==> config.mk <==
export PLATFORM = sky130hd
export DESIGN_NAME = spo_output_ctrl
export DESIGN_NICKNAME = d
export VERILOG_FILES = /design/src/hdl/spo_pkg.sv /design/src/hdl/spo_chan_ratio_code_decode.sv /design/src/hdl/spo_output_ctrl.sv /design/src/hdl/spo_sync.sv
export SDC_FILE = /design/constraint.sdc
export NUM_CORES = 1
export LEC_CHECK = 0
export ABC_AREA = 1
export BUFFER_PORTS_ARGS = -buffer_cell sky130_fd_sc_hd__buf_2
export CELL_PAD_IN_SITES_DETAIL_PLACEMENT = 2
export CELL_PAD_IN_SITES_GLOBAL_PLACEMENT = 2
export CORE_ASPECT_RATIO = 0.5
export CORE_MARGIN = 5
export CORE_UTILIZATION = 36
export DETAILED_ROUTE_END_ITERATION = 8
export GPL_ROUTABILITY_DRIVEN = 0
export GPL_TIMING_DRIVEN = 0
export PLACE_DENSITY_LB_ADDON = 0.12
export SKIP_CTS_REPAIR_TIMING = 1
export SLEW_MARGIN = 20
export SYNTH_ARGS = -nofsm -noshare
export SYNTH_HDL_FRONTEND = slang
export SYNTH_SLANG_ARGS = --single-unit
==> constraint.sdc <==
create_clock -name clk -period 4.1 [get_ports clk]
set_clock_uncertainty 0.1 [all_clocks]
set_input_delay 0 -clock clk [delete_from_list [all_inputs] [get_ports clk]]
set_output_delay 0 -clock clk [all_outputs]
set_load 0.01 [all_outputs]
==> src/hdl/spo_pkg.sv <==
// Shared constants, types and register map of the synthesizer output-path controller.
// Assumes a single 100 MHz clock domain and a plain address/strobe register port.
package spo_pkg;

  localparam int SPO_ADDR_W    = 8;
  localparam int SPO_DATA_W    = 32;
  localparam int SPO_CODE_W    = 5;
  localparam int SPO_RATIO_W   = 11;
  localparam int SPO_SEG_N     = 6;
  localparam int SPO_SEG_W     = 3;
  localparam int SPO_PWR_W     = 3;
  localparam int SPO_SEL_W     = 3;
  localparam int SPO_LVL_W     = 2;
  localparam int SPO_FB_PIN_N  = 6;
  localparam int SPO_CH_PIN_N  = 3;
  localparam int SPO_FB_W      = 16;
  localparam int SPO_STRAP_FB_W = SPO_FB_PIN_N * SPO_LVL_W;
  localparam int SPO_CH_PIN_W  = SPO_CH_PIN_N * SPO_LVL_W;
  localparam int SPO_SYNC_W    = SPO_STRAP_FB_W + SPO_CH_PIN_W + SPO_SEL_W + 3;
  localparam int SPO_SEG_STEP_MAX = 2;

  // Register word addresses
  localparam logic [SPO_ADDR_W-1:0] SPO_REG_CTRL0  = 8'h00;
  localparam logic [SPO_ADDR_W-1:0] SPO_REG_OUTCFG = 8'h04;
  localparam logic [SPO_ADDR_W-1:0] SPO_REG_FBDIV  = 8'h08;
  localparam logic [SPO_ADDR_W-1:0] SPO_REG_STATUS = 8'h0c;

  // control_reg_zero fields
  localparam int SPO_C0_TUNE_BIT  = 0;
  localparam int SPO_C0_SLEEP_BIT = 1;

  // Output configuration fields
  localparam int SPO_OC_CODE_LSB  = 0;
  localparam int SPO_OC_SEL_LSB   = 5;
  localparam int SPO_OC_PWRA_LSB  = 8;
  localparam int SPO_OC_PWRB_LSB  = 11;
  localparam int SPO_OC_POL_BIT   = 14;
  localparam int SPO_OC_BYREG_BIT = 15;
  localparam int SPO_OC_SILA_BIT  = 16;
  localparam int SPO_OC_SILB_BIT  = 17;
  localparam int SPO_OC_ENA_BIT   = 18;
  localparam int SPO_OC_ENB_BIT   = 19;
  localparam int SPO_OC_SYSA_BIT  = 20;
  localparam int SPO_OC_SYSB_BIT  = 21;

  // Status fields
  localparam int SPO_ST_STRAP_BIT = 0;
  localparam int SPO_ST_SLEEP_BIT = 1;
  localparam int SPO_ST_BYPIN_BIT = 2;
  localparam int SPO_ST_BAD_BIT   = 3;
  localparam int SPO_ST_PWR_BIT   = 4;
  localparam int SPO_ST_RATIO_LSB = 16;

  // Reset values
  localparam logic [SPO_PWR_W-1:0]   SPO_PWR_RESET   = 3'h7;
  localparam logic [SPO_CODE_W-1:0]  SPO_CODE_RESET  = 5'h01;
  localparam logic [SPO_SEL_W-1:0]   SPO_SEL_RESET   = 3'h3;
  localparam logic [SPO_FB_W-1:0]    SPO_FB_RESET    = 16'h0064;

  // Divider code landmarks
  localparam logic [SPO_CODE_W-1:0]  SPO_CODE_ONE        = 5'h01;
  localparam logic [SPO_CODE_W-1:0]  SPO_CODE_THREE      = 5'h03;
  localparam logic [SPO_CODE_W-1:0]  SPO_CODE_PAIR_BASE  = 5'h04;
  localparam logic [SPO_CODE_W-1:0]  SPO_CODE_MAX        = 5'h13;
  localparam logic [SPO_RATIO_W-1:0] SPO_RATIO_MAX       = 11'h600;
  localparam logic [3:0]             SPO_POW_LOW         = 4'h1;
  localparam logic [3:0]             SPO_POW_PAIR        = 4'h2;
  localparam logic [SPO_SEG_W-1:0]   SPO_SEG_ONE         = 3'h1;
  localparam logic [SPO_SEG_W-1:0]   SPO_SEG_TWO         = 3'h2;
  localparam logic [SPO_SEG_W-1:0]   SPO_SEG_THREE       = 3'h3;

  // Strap pin pair index (upper two pins) landmarks
  localparam logic [3:0]             SPO_STRAP_K_ONE  = 4'h1;
  localparam logic [3:0]             SPO_STRAP_K_MIN  = 4'h2;
  localparam logic [3:0]             SPO_STRAP_K_MAX  = 4'hb;
  localparam logic [SPO_CODE_W-1:0]  SPO_STRAP_OFFSET = 5'h02;

  typedef enum logic [1:0] {SPO_SRC_DIV, SPO_SRC_VCO, SPO_SRC_DBL} spo_src_type;
  typedef enum logic [1:0] {SPO_LVL_LOW, SPO_LVL_MID_LOW, SPO_LVL_MID_HIGH, SPO_LVL_HIGH}
    spo_level_type;

endpackage

==> src/hdl/spo_chan_ratio_code_decode.sv <==
// Channel divider code decode into overall ratio and six segment ratios.
// Purely combinational; the caller registers the results.
`timescale 1ns/10ps
`default_nettype none
module spo_ratio_decode (
  input  wire logic [spo_pkg::SPO_CODE_W-1:0]              code,
  output logic      [spo_pkg::SPO_RATIO_W-1:0]             ratio,
  output logic      [spo_pkg::SPO_SEG_N*spo_pkg::SPO_SEG_W-1:0] segs,
  output logic                                             valid
);
  import spo_pkg::*;

  always_comb begin
    logic [3:0]           pow;
    logic [3:0]           rem;
    logic [3:0]           step;
    logic [SPO_SEG_W-1:0] seg0;
    pow   = '0;
    rem   = '0;
    step  = '0;
    seg0  = SPO_SEG_TWO;
    valid = (code >= SPO_CODE_ONE) && (code <= SPO_CODE_MAX);
    if (code == SPO_CODE_ONE) begin
      pow = '0;
    end else if (code < SPO_CODE_PAIR_BASE) begin
      pow  = SPO_POW_LOW;
      seg0 = (code == SPO_CODE_THREE) ? SPO_SEG_THREE : SPO_SEG_TWO;
    end else begin
      pow  = 4'((code - SPO_CODE_PAIR_BASE) >> 1) + SPO_POW_PAIR;
      seg0 = code[0] ? SPO_SEG_THREE : SPO_SEG_TWO;
    end
    ratio = valid ? (SPO_RATIO_W'(seg0) << pow) : '0;
    // Product of six stages: first gives 2 or 3 (1 for an invalid code), the rest give 1, 2 or 4
    segs[SPO_SEG_W-1:0] = valid ? seg0 : SPO_SEG_ONE;
    rem = valid ? pow : '0;
    for (int i = 1; i < SPO_SEG_N; i++) begin
      step = (rem > 4'(SPO_SEG_STEP_MAX)) ? 4'(SPO_SEG_STEP_MAX) : rem;
      segs[i*SPO_SEG_W +: SPO_SEG_W] = SPO_SEG_ONE << step;
      rem = rem - step;
    end
  end
endmodule
`default_nettype wire

==> src/hdl/spo_output_ctrl.sv <==
// Output-path controller: divider decode and gating, muting, routing, power levels,
// sleep and calibration triggers, strap-mode pin decode.
// Assumes strap pins arrive as 2-bit level codes from pin comparators, asynchronous to clk.
// Contract
// - Channel divider is six cascaded stages; ratio is their product.
// - Code 1..19 decodes to 2,4,6,8,12,...,1536.
// - Code 3 gives six; strap code 0 means serial configuration.
// - Divider powered if either output selects divider or sysref, even if disabled; sysref counts in serial mode only, and power-down turns it off.
// - Mute follows its pin, active level chosen by polarity bit in serial mode.
// - Muting never stops lock or programming.
// - Outputs A and B have independent mute controls.
// - Mute pins work in both modes; serial bit picks register or pin.
// - Doubled VCO may be routed to either output by the select.
// - Eight select codes map sources for outputs A and B.
// - Each VCO calibration also starts the doubler filter calibration.
// - Buffer power has eight levels and resets to seven.
// - A buffer may be disabled while the loop stays locked.
// - Sleep bit set or run pin low enters power-down.
// - Clearing the bit, or run pin high when it caused it, resumes.
// - Divider pins not all low select strap mode and lock out serial.
// - Strap mode uses integer feedback ratio from pins only.
// - Six feedback pins give 4096 codes; three divider pins give 64.
// - Each pin resolves to one of four levels.
// - Levels weigh 0..3; first feedback pin is most significant digit.
`timescale 1ns/10ps
`default_nettype none
module spo_output_ctrl (
  input  wire logic                                         clk,
  input  wire logic                                         rst_n,
  input  wire logic [spo_pkg::SPO_ADDR_W-1:0]               addr,
  input  wire logic [spo_pkg::SPO_DATA_W-1:0]               wdata,
  input  wire logic                                         wr_en,
  input  wire logic                                         rd_en,
  output logic      [spo_pkg::SPO_DATA_W-1:0]               rdata,
  input  wire logic [spo_pkg::SPO_STRAP_FB_W-1:0]           feedback_ratio_pins,
  input  wire logic [spo_pkg::SPO_CH_PIN_W-1:0]             chan_ratio_pins,
  input  wire logic [spo_pkg::SPO_SEL_W-1:0]                output_source_select_pins,
  input  wire logic                                         run_cal_pin,
  input  wire logic                                         silence_a_pin,
  input  wire logic                                         silence_b_pin,
  output spo_pkg::spo_src_type                              output_a_src,
  output spo_pkg::spo_src_type                              output_b_src,
  output logic                                              output_a_mute,
  output logic                                              output_b_mute,
  output logic                                              output_a_enable,
  output logic                                              output_b_enable,
  output logic      [spo_pkg::SPO_PWR_W-1:0]                out_power_a,
  output logic      [spo_pkg::SPO_PWR_W-1:0]                out_power_b,
  output logic      [spo_pkg::SPO_RATIO_W-1:0]              chan_ratio,
  output logic      [spo_pkg::SPO_SEG_N*spo_pkg::SPO_SEG_W-1:0] chan_ratio_segments,
  output logic                                              chan_div_power,
  output logic      [spo_pkg::SPO_FB_W-1:0]                 feedback_ratio,
  output logic                                              sleep_active,
  output logic                                              vco_cal_start,
  output logic                                              filter_cal_start,
  output logic                                              strap_mode
);
  import spo_pkg::*;

  typedef struct packed {
    logic [SPO_DATA_W-1:0]           rdata;
    logic                            sleep_req;
    logic [SPO_CODE_W-1:0]           ratio_code;
    logic [SPO_SEL_W-1:0]            sel;
    logic [SPO_PWR_W-1:0]            pwr_a;
    logic [SPO_PWR_W-1:0]            pwr_b;
    logic                            pol;
    logic                            byreg;
    logic                            sil_a;
    logic                            sil_b;
    logic                            en_a;
    logic                            en_b;
    logic                            sys_a;
    logic                            sys_b;
    logic [SPO_FB_W-1:0]             fb_ser;
    logic                            cal_prev;
    logic [SPO_STRAP_FB_W-1:0]       strap_fb;
    logic [SPO_CODE_W-1:0]           strap_code;
    logic [SPO_SEL_W-1:0]            strap_sel;
    logic                            strap;
    spo_src_type                     src_a;
    spo_src_type                     src_b;
    logic                            mute_a;
    logic                            mute_b;
    logic                            div_pwr;
    logic [SPO_RATIO_W-1:0]          ratio;
    logic [SPO_SEG_N*SPO_SEG_W-1:0]  segs;
    logic [SPO_FB_W-1:0]             fb_out;
    logic                            sleeping;
    logic                            sleep_by_pin;
    logic                            vco_cal;
    logic                            filt_cal;
  } spo_state_type;

  localparam spo_state_type ST_RESET = '{
    ratio_code: SPO_CODE_RESET,
    sel:     SPO_SEL_RESET,
    pwr_a:   SPO_PWR_RESET,
    pwr_b:   SPO_PWR_RESET,
    en_a:    1'b1,
    en_b:    1'b1,
    fb_ser:  SPO_FB_RESET,
    src_a:   SPO_SRC_VCO,
    src_b:   SPO_SRC_VCO,
    default: '0
  };

  spo_state_type st_q;
  spo_state_type st_d;

  logic [SPO_SYNC_W-1:0]          sync_q;
  logic                           cal_s;
  logic                           sil_b_s;
  logic                           sil_a_s;
  logic [SPO_SEL_W-1:0]           sel_s;
  logic [SPO_CH_PIN_W-1:0]        ch_s;
  logic [SPO_STRAP_FB_W-1:0]      fb_s;
  logic [SPO_CODE_W-1:0]          eff_code;
  logic [SPO_RATIO_W-1:0]         dec_ratio;
  logic [SPO_SEG_N*SPO_SEG_W-1:0] dec_segs;

  // Strap pins change at board speed only, so per-bit synchronising is enough
  spo_sync #(
    .W (SPO_SYNC_W)
  ) u_pin_sync (
    .clk   (clk),
    .rst_n (rst_n),
    .d     ({run_cal_pin, silence_b_pin, silence_a_pin, output_source_select_pins,
             chan_ratio_pins, feedback_ratio_pins}),
    .q     (sync_q)
  );

  assign {cal_s, sil_b_s, sil_a_s, sel_s, ch_s, fb_s} = sync_q;

  // Strap divider pins: upper pair gives a step index, lowest pin picks x1 or x1.5
  function automatic logic [SPO_CODE_W-1:0] strap_code_of(
    input logic [SPO_CH_PIN_W-1:0] pins
  );
    logic [3:0] k;
    logic       lo;
    logic       hi;
    k  = pins[SPO_CH_PIN_W-1:SPO_LVL_W];
    lo = (pins[SPO_LVL_W-1:0] == SPO_LVL_LOW);
    hi = (pins[SPO_LVL_W-1:0] == SPO_LVL_HIGH);
    if (k == SPO_STRAP_K_ONE && lo) begin
      return SPO_CODE_ONE;
    end else if (k >= SPO_STRAP_K_MIN && k <= SPO_STRAP_K_MAX && (lo || hi) &&
                 k != SPO_STRAP_K_MIN + SPO_STRAP_K_ONE) begin
      // Index three is unused, so every index above it sits one code pair lower
      return SPO_CODE_W'({k, hi}) - SPO_STRAP_OFFSET -
             ((k > SPO_STRAP_K_MIN) ? SPO_STRAP_OFFSET : '0);
    end else begin
      return '0;
    end
  endfunction

  assign eff_code = st_q.strap ? st_q.strap_code : st_q.ratio_code;

  spo_ratio_decode u_ratio_decode (
    .code  (eff_code),
    .ratio (dec_ratio),
    .segs  (dec_segs),
    .valid ()
  );

  always_comb begin
    logic             cal_rise;
    logic             tune_wr;
    logic             sleep_now;
    logic             need_div;
    logic [SPO_SEL_W-1:0] eff_sel;
    spo_src_type      src_a;
    spo_src_type      src_b;
    cal_rise  = cal_s && !st_q.cal_prev;
    tune_wr   = 1'b0;
    sleep_now = 1'b0;
    need_div  = 1'b0;
    eff_sel   = '0;
    src_a     = SPO_SRC_VCO;
    src_b     = SPO_SRC_VCO;
    st_d      = st_q;
    st_d.rdata    = '0;
    st_d.cal_prev = cal_s;
    st_d.strap    = (ch_s != '0);

    // Pins are held between run pin rises so a half-changed set is never used
    if (cal_rise) begin
      st_d.strap_fb    = fb_s;
      st_d.strap_code  = strap_code_of(ch_s);
      st_d.strap_sel   = sel_s;
    end

    // Serial writes land whatever the mute state, so a muted output can retune
    if (wr_en && !st_q.strap) begin
      unique case (addr)
        SPO_REG_CTRL0: begin
          st_d.sleep_req = wdata[SPO_C0_SLEEP_BIT];
          tune_wr        = wdata[SPO_C0_TUNE_BIT];
        end
        SPO_REG_OUTCFG: begin
          st_d.ratio_code = wdata[SPO_OC_CODE_LSB +: SPO_CODE_W];
          st_d.sel   = wdata[SPO_OC_SEL_LSB +: SPO_SEL_W];
          st_d.pwr_a = wdata[SPO_OC_PWRA_LSB +: SPO_PWR_W];
          st_d.pwr_b = wdata[SPO_OC_PWRB_LSB +: SPO_PWR_W];
          st_d.pol   = wdata[SPO_OC_POL_BIT];
          st_d.byreg = wdata[SPO_OC_BYREG_BIT];
          st_d.sil_a = wdata[SPO_OC_SILA_BIT];
          st_d.sil_b = wdata[SPO_OC_SILB_BIT];
          st_d.en_a  = wdata[SPO_OC_ENA_BIT];
          st_d.en_b  = wdata[SPO_OC_ENB_BIT];
          st_d.sys_a = wdata[SPO_OC_SYSA_BIT];
          st_d.sys_b = wdata[SPO_OC_SYSB_BIT];
        end
        SPO_REG_FBDIV: begin
          st_d.fb_ser = wdata[SPO_FB_W-1:0];
        end
        default: begin
        end
      endcase
    end

    // Power-down: bit or run pin low; pin release only resumes if the bit is clear
    sleep_now         = st_d.sleep_req || !cal_s;
    st_d.sleeping     = sleep_now;
    st_d.sleep_by_pin = !cal_s;

    // Doubler filter calibration rides on every VCO calibration
    st_d.vco_cal  = !sleep_now && (tune_wr || (st_q.strap && cal_rise));
    st_d.filt_cal = st_d.vco_cal;

    eff_sel = st_q.strap ? st_q.strap_sel : st_q.sel;
    unique case (eff_sel)
      3'h0: begin src_a = SPO_SRC_DIV; src_b = SPO_SRC_DIV; end
      3'h1: begin src_a = SPO_SRC_DIV; src_b = SPO_SRC_VCO; end
      3'h2: begin src_a = SPO_SRC_VCO; src_b = SPO_SRC_DIV; end
      3'h3: begin src_a = SPO_SRC_VCO; src_b = SPO_SRC_VCO; end
      3'h4: begin src_a = SPO_SRC_DBL; src_b = SPO_SRC_DIV; end
      3'h5: begin src_a = SPO_SRC_VCO; src_b = SPO_SRC_DBL; end
      3'h6: begin src_a = SPO_SRC_DBL; src_b = SPO_SRC_VCO; end
      3'h7: begin src_a = SPO_SRC_DBL; src_b = SPO_SRC_DBL; end
    endcase
    st_d.src_a = src_a;
    st_d.src_b = src_b;

    // Buffer enables play no part here: a disabled output still holds the divider on
    need_div = (src_a == SPO_SRC_DIV) || (src_b == SPO_SRC_DIV) ||
               (!st_q.strap && (st_q.sys_a || st_q.sys_b));
    st_d.div_pwr   = need_div && !sleep_now;
    st_d.ratio     = dec_ratio;
    st_d.segs      = dec_segs;

    // Strap mode has no register path, so the pins rule with the low-active default
    if (!st_q.strap && st_q.byreg) begin
      st_d.mute_a = st_q.sil_a;
      st_d.mute_b = st_q.sil_b;
    end else begin
      st_d.mute_a = !(sil_a_s ^ (st_q.pol && !st_q.strap));
      st_d.mute_b = !(sil_b_s ^ (st_q.pol && !st_q.strap));
    end

    st_d.fb_out = st_q.strap ? SPO_FB_W'(st_q.strap_fb) : st_q.fb_ser;

    if (rd_en) begin
      unique case (addr)
        SPO_REG_CTRL0: begin
          st_d.rdata[SPO_C0_SLEEP_BIT] = st_q.sleep_req;
        end
        SPO_REG_OUTCFG: begin
          st_d.rdata[SPO_OC_CODE_LSB +: SPO_CODE_W]   = st_q.ratio_code;
          st_d.rdata[SPO_OC_SEL_LSB +: SPO_SEL_W]     = st_q.sel;
          st_d.rdata[SPO_OC_PWRA_LSB +: SPO_PWR_W]    = st_q.pwr_a;
          st_d.rdata[SPO_OC_PWRB_LSB +: SPO_PWR_W]    = st_q.pwr_b;
          st_d.rdata[SPO_OC_POL_BIT]                  = st_q.pol;
          st_d.rdata[SPO_OC_BYREG_BIT]                = st_q.byreg;
          st_d.rdata[SPO_OC_SILA_BIT]                 = st_q.sil_a;
          st_d.rdata[SPO_OC_SILB_BIT]                 = st_q.sil_b;
          st_d.rdata[SPO_OC_ENA_BIT]                  = st_q.en_a;
          st_d.rdata[SPO_OC_ENB_BIT]                  = st_q.en_b;
          st_d.rdata[SPO_OC_SYSA_BIT]                 = st_q.sys_a;
          st_d.rdata[SPO_OC_SYSB_BIT]                 = st_q.sys_b;
        end
        SPO_REG_FBDIV: begin
          st_d.rdata[SPO_FB_W-1:0] = st_q.fb_out;
        end
        SPO_REG_STATUS: begin
          st_d.rdata[SPO_ST_STRAP_BIT] = st_q.strap;
          st_d.rdata[SPO_ST_SLEEP_BIT] = st_q.sleeping;
          st_d.rdata[SPO_ST_BYPIN_BIT] = st_q.sleep_by_pin;
          st_d.rdata[SPO_ST_BAD_BIT]   = st_q.strap && (st_q.strap_code == '0);
          st_d.rdata[SPO_ST_PWR_BIT]   = st_q.div_pwr;
          st_d.rdata[SPO_ST_RATIO_LSB +: SPO_RATIO_W] = st_q.ratio;
        end
        default: begin
        end
      endcase
    end
  end

  always_ff @(posedge clk or negedge rst_n) begin
    if (!rst_n) begin
      st_q <= ST_RESET;
    end else begin
      st_q <= st_d;
    end
  end

  assign rdata               = st_q.rdata;
  assign output_a_src        = st_q.src_a;
  assign output_b_src        = st_q.src_b;
  assign output_a_mute       = st_q.mute_a;
  assign output_b_mute       = st_q.mute_b;
  assign output_a_enable     = st_q.en_a;
  assign output_b_enable     = st_q.en_b;
  assign out_power_a         = st_q.pwr_a;
  assign out_power_b         = st_q.pwr_b;
  assign chan_ratio          = st_q.ratio;
  assign chan_ratio_segments = st_q.segs;
  assign chan_div_power      = st_q.div_pwr;
  assign feedback_ratio      = st_q.fb_out;
  assign sleep_active        = st_q.sleeping;
  assign vco_cal_start       = st_q.vco_cal;
  assign filter_cal_start    = st_q.filt_cal;
  assign strap_mode          = st_q.strap;
endmodule
`default_nettype wire

==> src/hdl/spo_sync.sv <==
// Two-flop synchroniser for a vector of asynchronous pin levels.
// Assumes each bit is an independent slow level; no word coherence is promised.
`timescale 1ns/10ps
`default_nettype none
module spo_sync #(
  parameter int W = 1
) (
  input  wire logic         clk,
  input  wire logic         rst_n,
  input  wire logic [W-1:0] d,
  output logic      [W-1:0] q
);
  typedef struct packed {
    logic [W-1:0] first;
    logic [W-1:0] second;
  } spo_sync_state_type;

  spo_sync_state_type st_q;
  spo_sync_state_type st_d;

  always_comb begin
    st_d.first  = d;
    st_d.second = st_q.first;
  end

  always_ff @(posedge clk or negedge rst_n) begin
    if (!rst_n) begin
      st_q <= '0;
    end else begin
      st_q <= st_d;
    end
  end

  assign q = st_q.second;
endmodule
`default_nettype wire

=== After elaboration in Yosys (flattened, before gate mapping) ===
Memory sizes are Yosys's and may differ from the RTL's.
Index checks and enable logic that the tools add are counted.
W data, S select, Z words.

* Logic and storage cells: 137
* Memories kept: 1
* Bits of input ports: 68
* Register bits: 191
* Latch bits: 0
* Output and inout bits: 96
* Bits in read-only memories: 32
* RAM bits: 0

{| class="wikitable"
|+ Memories
! memory !! words !! width !! rd ports !! clocked after Yosys merged registers in !! wr ports !! RTL line !! RTL
|-
| (name not given) || 8 || 4 || 1 || 0 || 0 || spo_output_ctrl.sv:232 || <nowiki>unique case (eff_sel)</nowiki>
|}

* Div/mod/pow operators: 0
* Multipliers: 0
* $add $sub $neg: 8
* Equality and inequality tests: 8
* Bitwise operators: 2
* Multiplexer cells: 34
* Reduce and logical (&&, ||, !) cells: 34
* Shift operators: 6
* Magnitude comparators: 11

{| class="wikitable"
|+ Operators with widths
! operator !! count
|-
| $mux W39 || 1
|-
| $mux W16 || 2
|-
| $mux W4 || 8
|-
| $mux W27 || 1
|-
| $gt A4 B2 Y1 const B || 6
|-
| $mux W22 || 1
|-
| $pmux W11 S2 || 1
|-
| $mux W5 || 4
|-
| $shl A1 B4 Y3 const A || 5
|-
| $eq A8 B4 Y1 const B || 2
|-
| $sub A4 B4 Y4 || 4
|-
| $logic_and A1 B1 Y1 || 14
|-
| $mux W3 || 4
|-
| $pmux W6 S2 || 1
|-
| $mux W11 || 1
|-
| $shl A3 B4 Y11 || 1
|-
| $pmux W3 S3 || 1
|-
| $eq A8 B3 Y1 const B || 1
|-
| $logic_not A8 Y1 || 1
|-
| $logic_not A1 Y1 || 6
|-
| $logic_not A2 Y1 || 3
|-
| $logic_or A1 B1 Y1 || 6
|-
| $reduce_bool A6 Y1 || 1
|-
| $eq A5 B1 Y1 const B || 1
|-
| other kinds (20) || 27
|}

=== Longest topological paths before layout ===
* Word-level depth: 21
* Gate-level depth with buffers: 16
* Gate-level depth less buffers: 16

=== Hierarchy ===
A second synthesis with hierarchy kept.

* Cells, all modules: 834
* Area, all modules: 7971.4 um^2

{| class="wikitable"
|+ By module, submodules not included
! module !! cells each !! seq. area each (um^2) !! area each (um^2) !! instances
|-
| spo_output_ctrl || 675 || 3598.5 || 6234.7 || 1
|-
| spo_sync || 48 || 1201.2 || 1201.2 || 1
|-
| spo_ratio_decode || 111 || 0.0 || 535.5 || 1
|}

=== Worst setup path before layout ===
No wires, ideal clock.

* Path type: reg2reg
* From: register st_q, in the netlist strap_mode
* To: register st_q, in the netlist chan_ratio_segments[17]
* Buffers on the path: 1
* Data arrival time: 2.121 ns
* Stages on the path, launching flop included: 16
* Setup slack: 1.752 ns
* Required time: 3.873 ns
* Library setup time: 0.127 ns
* Clock period less this slack: 2.348 ns
* Path through: dfrtp_1 > inv_2 > buf_6 > nand2_1 > nand2_1 > inv_1 > nand3_1 > nand2_1 > o21ai_1 > ha_1 > inv_1 > nand2_2 > nand2_1 > ha_1 > nor3_1 > a21oi_1

* Cells in the longest elaborated chain, start to end: 21
* Elaborated cells between the ends (all ways): 26
* Those cells by class: add/sub: 6; order compare: 8; eq/ne: 1; shift: 1; mux: 9; reduce/logical: 1

{| class="wikitable"
|+ RTL lines
! item !! RTL line !! RTL
|-
| start, declared || spo_output_ctrl.sv:108 || <nowiki>spo_state_type st_q;</nowiki>
|-
| start signal, assigned || spo_output_ctrl.sv:303 || <nowiki>st_q <= st_d;</nowiki>
|-
| $mux W5 (*) || spo_output_ctrl.sv:157 || <nowiki>assign eff_code = st_q.strap ? st_q.strap_code : st_q.ratio_code;</nowiki>
|-
| $sub A5 B3 Y5 || spo_chan_ratio_code_decode.sv:29 || <nowiki>pow = 4'((code - SPO_CODE_PAIR_BASE) >> 1) + SPO_POW_PAIR;</nowiki>
|-
| $add A4 B2 Y4 || spo_chan_ratio_code_decode.sv:29 ||
|-
| $mux W4 || spo_chan_ratio_code_decode.sv:25 || <nowiki>end else if (code < SPO_CODE_PAIR_BASE) begin</nowiki>
|-
| $mux W4 || spo_chan_ratio_code_decode.sv:23 || <nowiki>if (code == SPO_CODE_ONE) begin</nowiki>
|-
| $mux W4 (*) || spo_chan_ratio_code_decode.sv:35 || <nowiki>rem = valid ? pow : '0;</nowiki>
|-
| $gt A4 B2 Y1 || spo_chan_ratio_code_decode.sv:37 || <nowiki>step = (rem > 4'(SPO_SEG_STEP_MAX)) ? 4'(SPO_SEG_STEP_MAX) : rem;</nowiki>
|-
| $mux W4 || spo_chan_ratio_code_decode.sv:37 ||
|-
| [6 not listed] || - ||
|-
| $sub A4 B4 Y4 (*) || spo_chan_ratio_code_decode.sv:39 || <nowiki>rem = rem - step;</nowiki>
|-
| $gt A4 B2 Y1 || spo_chan_ratio_code_decode.sv:37 ||
|-
| $mux W4 || spo_chan_ratio_code_decode.sv:37 ||
|-
| $sub A4 B4 Y4 (*) || spo_chan_ratio_code_decode.sv:39 ||
|-
| $gt A4 B2 Y1 || spo_chan_ratio_code_decode.sv:37 ||
|-
| $mux W4 (*) || spo_chan_ratio_code_decode.sv:37 ||
|-
| $shl A1 B4 Y3 (*) || spo_chan_ratio_code_decode.sv:38 || <nowiki>segs[i*SPO_SEG_W +: SPO_SEG_W] = SPO_SEG_ONE << step;</nowiki>
|-
| named net dec_segs[17] || spo_output_ctrl.sv:120 || <nowiki>logic [SPO_SEG_N*SPO_SEG_W-1:0] dec_segs;</nowiki>
|}

The timed path passes the listed nets; every way through them passes the cells marked *.
A chain may end at the register's enable or synchronous reset.

=== Final worst setup path ===
Ends and elaborated chain as after synthesis.

==> flow_summary.json <==
{
  "placed_cells": 1262,
  "h-tree-depth": 4,
  "cp-endpoint": "chan_ratio_segments[17]$_DFF_PN0_",
  "num-fill-cells": 2355,
  "final_hold_viol_count": 54,
  "wl_met3_um": 828,
  "antenna_found_initial": 0,
  "fin_crit_sh": 0.677,
  "post_dp_cell_area_um2": 9060,
  "grt-ovfl-total": 0,
  "synth_seq_cells": 190,
  "wl_um": 23800,
  "setup_violations": 0,
  "cts_sinks": 190,
  "die-area_um2": 25100,
  "clk_pin_slew_ns": 0.07,
  "topRoutingLayerUsed": "met4",
  "whs_ns": -0.0411,
  "start_kind": "flop",
  "critPathLaunch": "strap_mode$_DFF_PN0_",
  "vdd_ir_drop_max_mv": 0.272,
  "cap_violations": 0,
  "fp-row-count": 38,
  "io_pins": 164,
  "drive_gt1_frac": 0.322,
  "outcome": "finished with violations",
  "synth.distinct_cells": 35,
  "clock_latency_ns": 0.44,
  "fin_nets": 1112,
  "r2r_setup_slack_ns": 1.32,
  "met2_length_um": 12300,
  "hold_path.class": "primary input to async pin",
  "crit_fanout": 10,
  "syn-cell-area_um2": 7860,
  "dpl.hpwl_um": 17100,
  "grt_setup_unrepaired": "false",
  "drc": 0,
  "worstPathRequired_ns": 4.31,
  "fin_cells": 1350,
  "max_freq_mhz": 360,
  "grt_pass1_wl_um": 36400,
  "cts_tree": "yes",
  "drt_first_pass_iters": 4,
  "grt_pass1_vias": 6722,
  "die_h_um": 114,
  "syn-mean-instance-area_um2": 9.75,
  "maxSlewHeadroom": 0.611,
  "clk_path_buf_depth": 2,
  "wl_per_cell_um": 17.6,
  "vias": 6063,
  "crit_arrival_ns": 2.99,
  "p_total_mw": 4.34,
  "violations": "negative hold slack",
  "drtIter0Drc": 263,
  "postRouteAntennaNets": 0,
  "worst_pin_slew_ns": 0.584,
  "wl_met1_um": 10400,
  "r2r_start": "strap_mode$_DFF_PN0_",
  "power.density_nw_per_um2": 425,
  "antenna_cells": 0,
  "critPathKind": "flop to flop",
  "fp.dieW_um": 219,
  "cts_buffers": 17,
  "grtUsageTotal": 0.190,
  "core_area_um2": 21600,
  "viasPerCell": 4.49,
  "io_buffers": 147,
  "crit_path_end_kind": "flop",
  "p_leak_nw": 5.39,
  "ys_warn_count": 0,
  "drv_slew": 0,
  "pre_cts_ws_ns": 1.33,
  "finalWorstSetupSlack_ns": 1.32,
  "reg2reg_to": "chan_ratio_segments[17]$_DFF_PN0_",
  "initial_core_util": 0.364,
  "cts_root_buf": "clkbuf_16",
  "seq_area_frac_synth": 0.608,
  "reg2regPathDepth": 15,
  "final_design_area_no_fill_um2": 10200,
  "syn_to_final_growth_pct": 30.0,
  "min_period_ns": 2.78,
  "synth_cells": 806,
  "grt_max_degree": 74
}
[cell type report]
| class | count | area, um^2 | share of cell area |
|---|---|---|---|
| Timing Repair Buffer | 205 | 1360 | 0.133 |
| Sequential cell | 190 | 4770 | 0.468 |
| Tap cell | 300 | 375 | 0.0368 |
| Multi-Input combinational cell | 437 | 2030 | 0.199 |
| Clock inverter | 12 | 125 | 0.0123 |
| Clock buffer | 20 | 467 | 0.0457 |
| Buffer | 109 | 787 | 0.0771 |
| Inverter | 77 | 293 | 0.0287 |
[per-stage QoR]
step | utilization | setup TNS, ns
final | 0.473 | 0
after global routing | 0.473 | 0
after CTS | 0.447 | 0
after detailed placement | 0.420 | 0
after global placement | 0.417 | -33.61
after floorplan | - | 0
[how the worst min path moves through the flow]
stage | from | endpoint | slack (ns) | depth (start not counted)
global route | rst_n | u_pin_sync.q[9]$_DFF_PN0_ | -0.0007 | 2
finish | rst_n | u_pin_sync.st_d[8]$_DFF_PN0_ | -0.04 | 2
CTS | rst_n | u_pin_sync.q[9]$_DFF_PN0_ | -0.63 | 1
floorplan | rst_n | chan_div_power$_DFF_PN0_ | -0.40 | 0
detailed placement | rst_n | u_pin_sync.q[9]$_DFF_PN0_ | -0.15 | 1
global placement | feedback_ratio_pins[3] | u_pin_sync.st_d[3]$_DFF_PN0_ | 0.008 | 1
[cells in the mapped netlist (all sizes together)]
master,n,area [um^2]
xnor2,3,26.3
fa,1,20.0
nor3,6,35.0
conb,2,7.51
a21oi,17,85.1
nand4,3,18.8
a31oi,4,25.0
dfstp,16,420
ha,6,75.1
inv,76,288
o22ai,6,37.5
nand3b,1,7.51
nor2,60,245
xor2,1,8.76
buf,102,761
clkinv,1,5.00
nand2,241,960
clkbuf,7,26.3
o2111ai,3,26.3
nand3,35,195
dfrtp,174,4350
o211ai,1,7.51
o21ai,40,223
[logic make-up after synthesis]
group,Yosys count,synth area share
AND/OR/NAND/NOR,346,0.186
flip-flops,190,0.608
buffers and inverters,186,0.137
AO/OA/AOI/OAI,71,0.0514
adder cells (fa/ha/maj),7,0.0121
XOR/XNOR,4,0.00446
other,2,0.000956
[power breakdown]
group          total [mW]  switching [mW]  internal, mW
Clock                1.69           0.784         0.902
Combinational       0.597           0.331         0.266
Sequential           2.06          0.0638          1.99
[cell usage in the layout (no fill, tap or decap), types with 5 or more instances in the layout]
master,synthesis,final
buf_4,90,90
inv_6,0,5
dfstp_2,16,16
nand3_1,31,31
ha_1,6,6
a21oi_1,17,17
nand2_1,223,223
o22ai_1,6,6
o21ai_2,6,6
nor2_1,56,56
nor3_1,5,5
clkbuf_1,7,7
conb_1,2,9
buf_2,8,154
dlygate4sd3_1,0,56
o21ai_0,7,7
o21ai_1,27,27
inv_1,71,71
nand2_2,16,16
clkbuf_16,0,17
dfrtp_1,174,174
[flip-flops by register name, summed over array words and instances, names as in the netlist, 3 cells and up]
name / count
feedback_ratio: 16
out_power_b: 3
st_q: 53
out_power_a: 3
rdata: 27
u_pin_sync.st_d: 24
chan_ratio_segments: 17
u_pin_sync.q: 24
chan_ratio: 11
[critical path, stage by stage (launching register included)]
cell and delay [ns]:
dfrtp_1 0.45, inv_2 0.14, buf_6 0.17, nand2_1 0.07, nand2_1 0.29, inv_1 0.10
nand3_1 0.13, nand2_1 0.09, o21ai_1 0.15, ha_1 0.25, inv_1 0.07, nand2_2 0.07
nand2_1 0.07, ha_1 0.24, nor3_1 0.18, a21oi_1 0.09
[routing by layer]
metal  global-route usage  vias up
met1                0.240     3096
met4               0.0472        0
met2                0.338       86
met3               0.0386       21
met5                    0        -
li1                     -     2860
No activity file was read; power rests on OpenSTA's default activity.
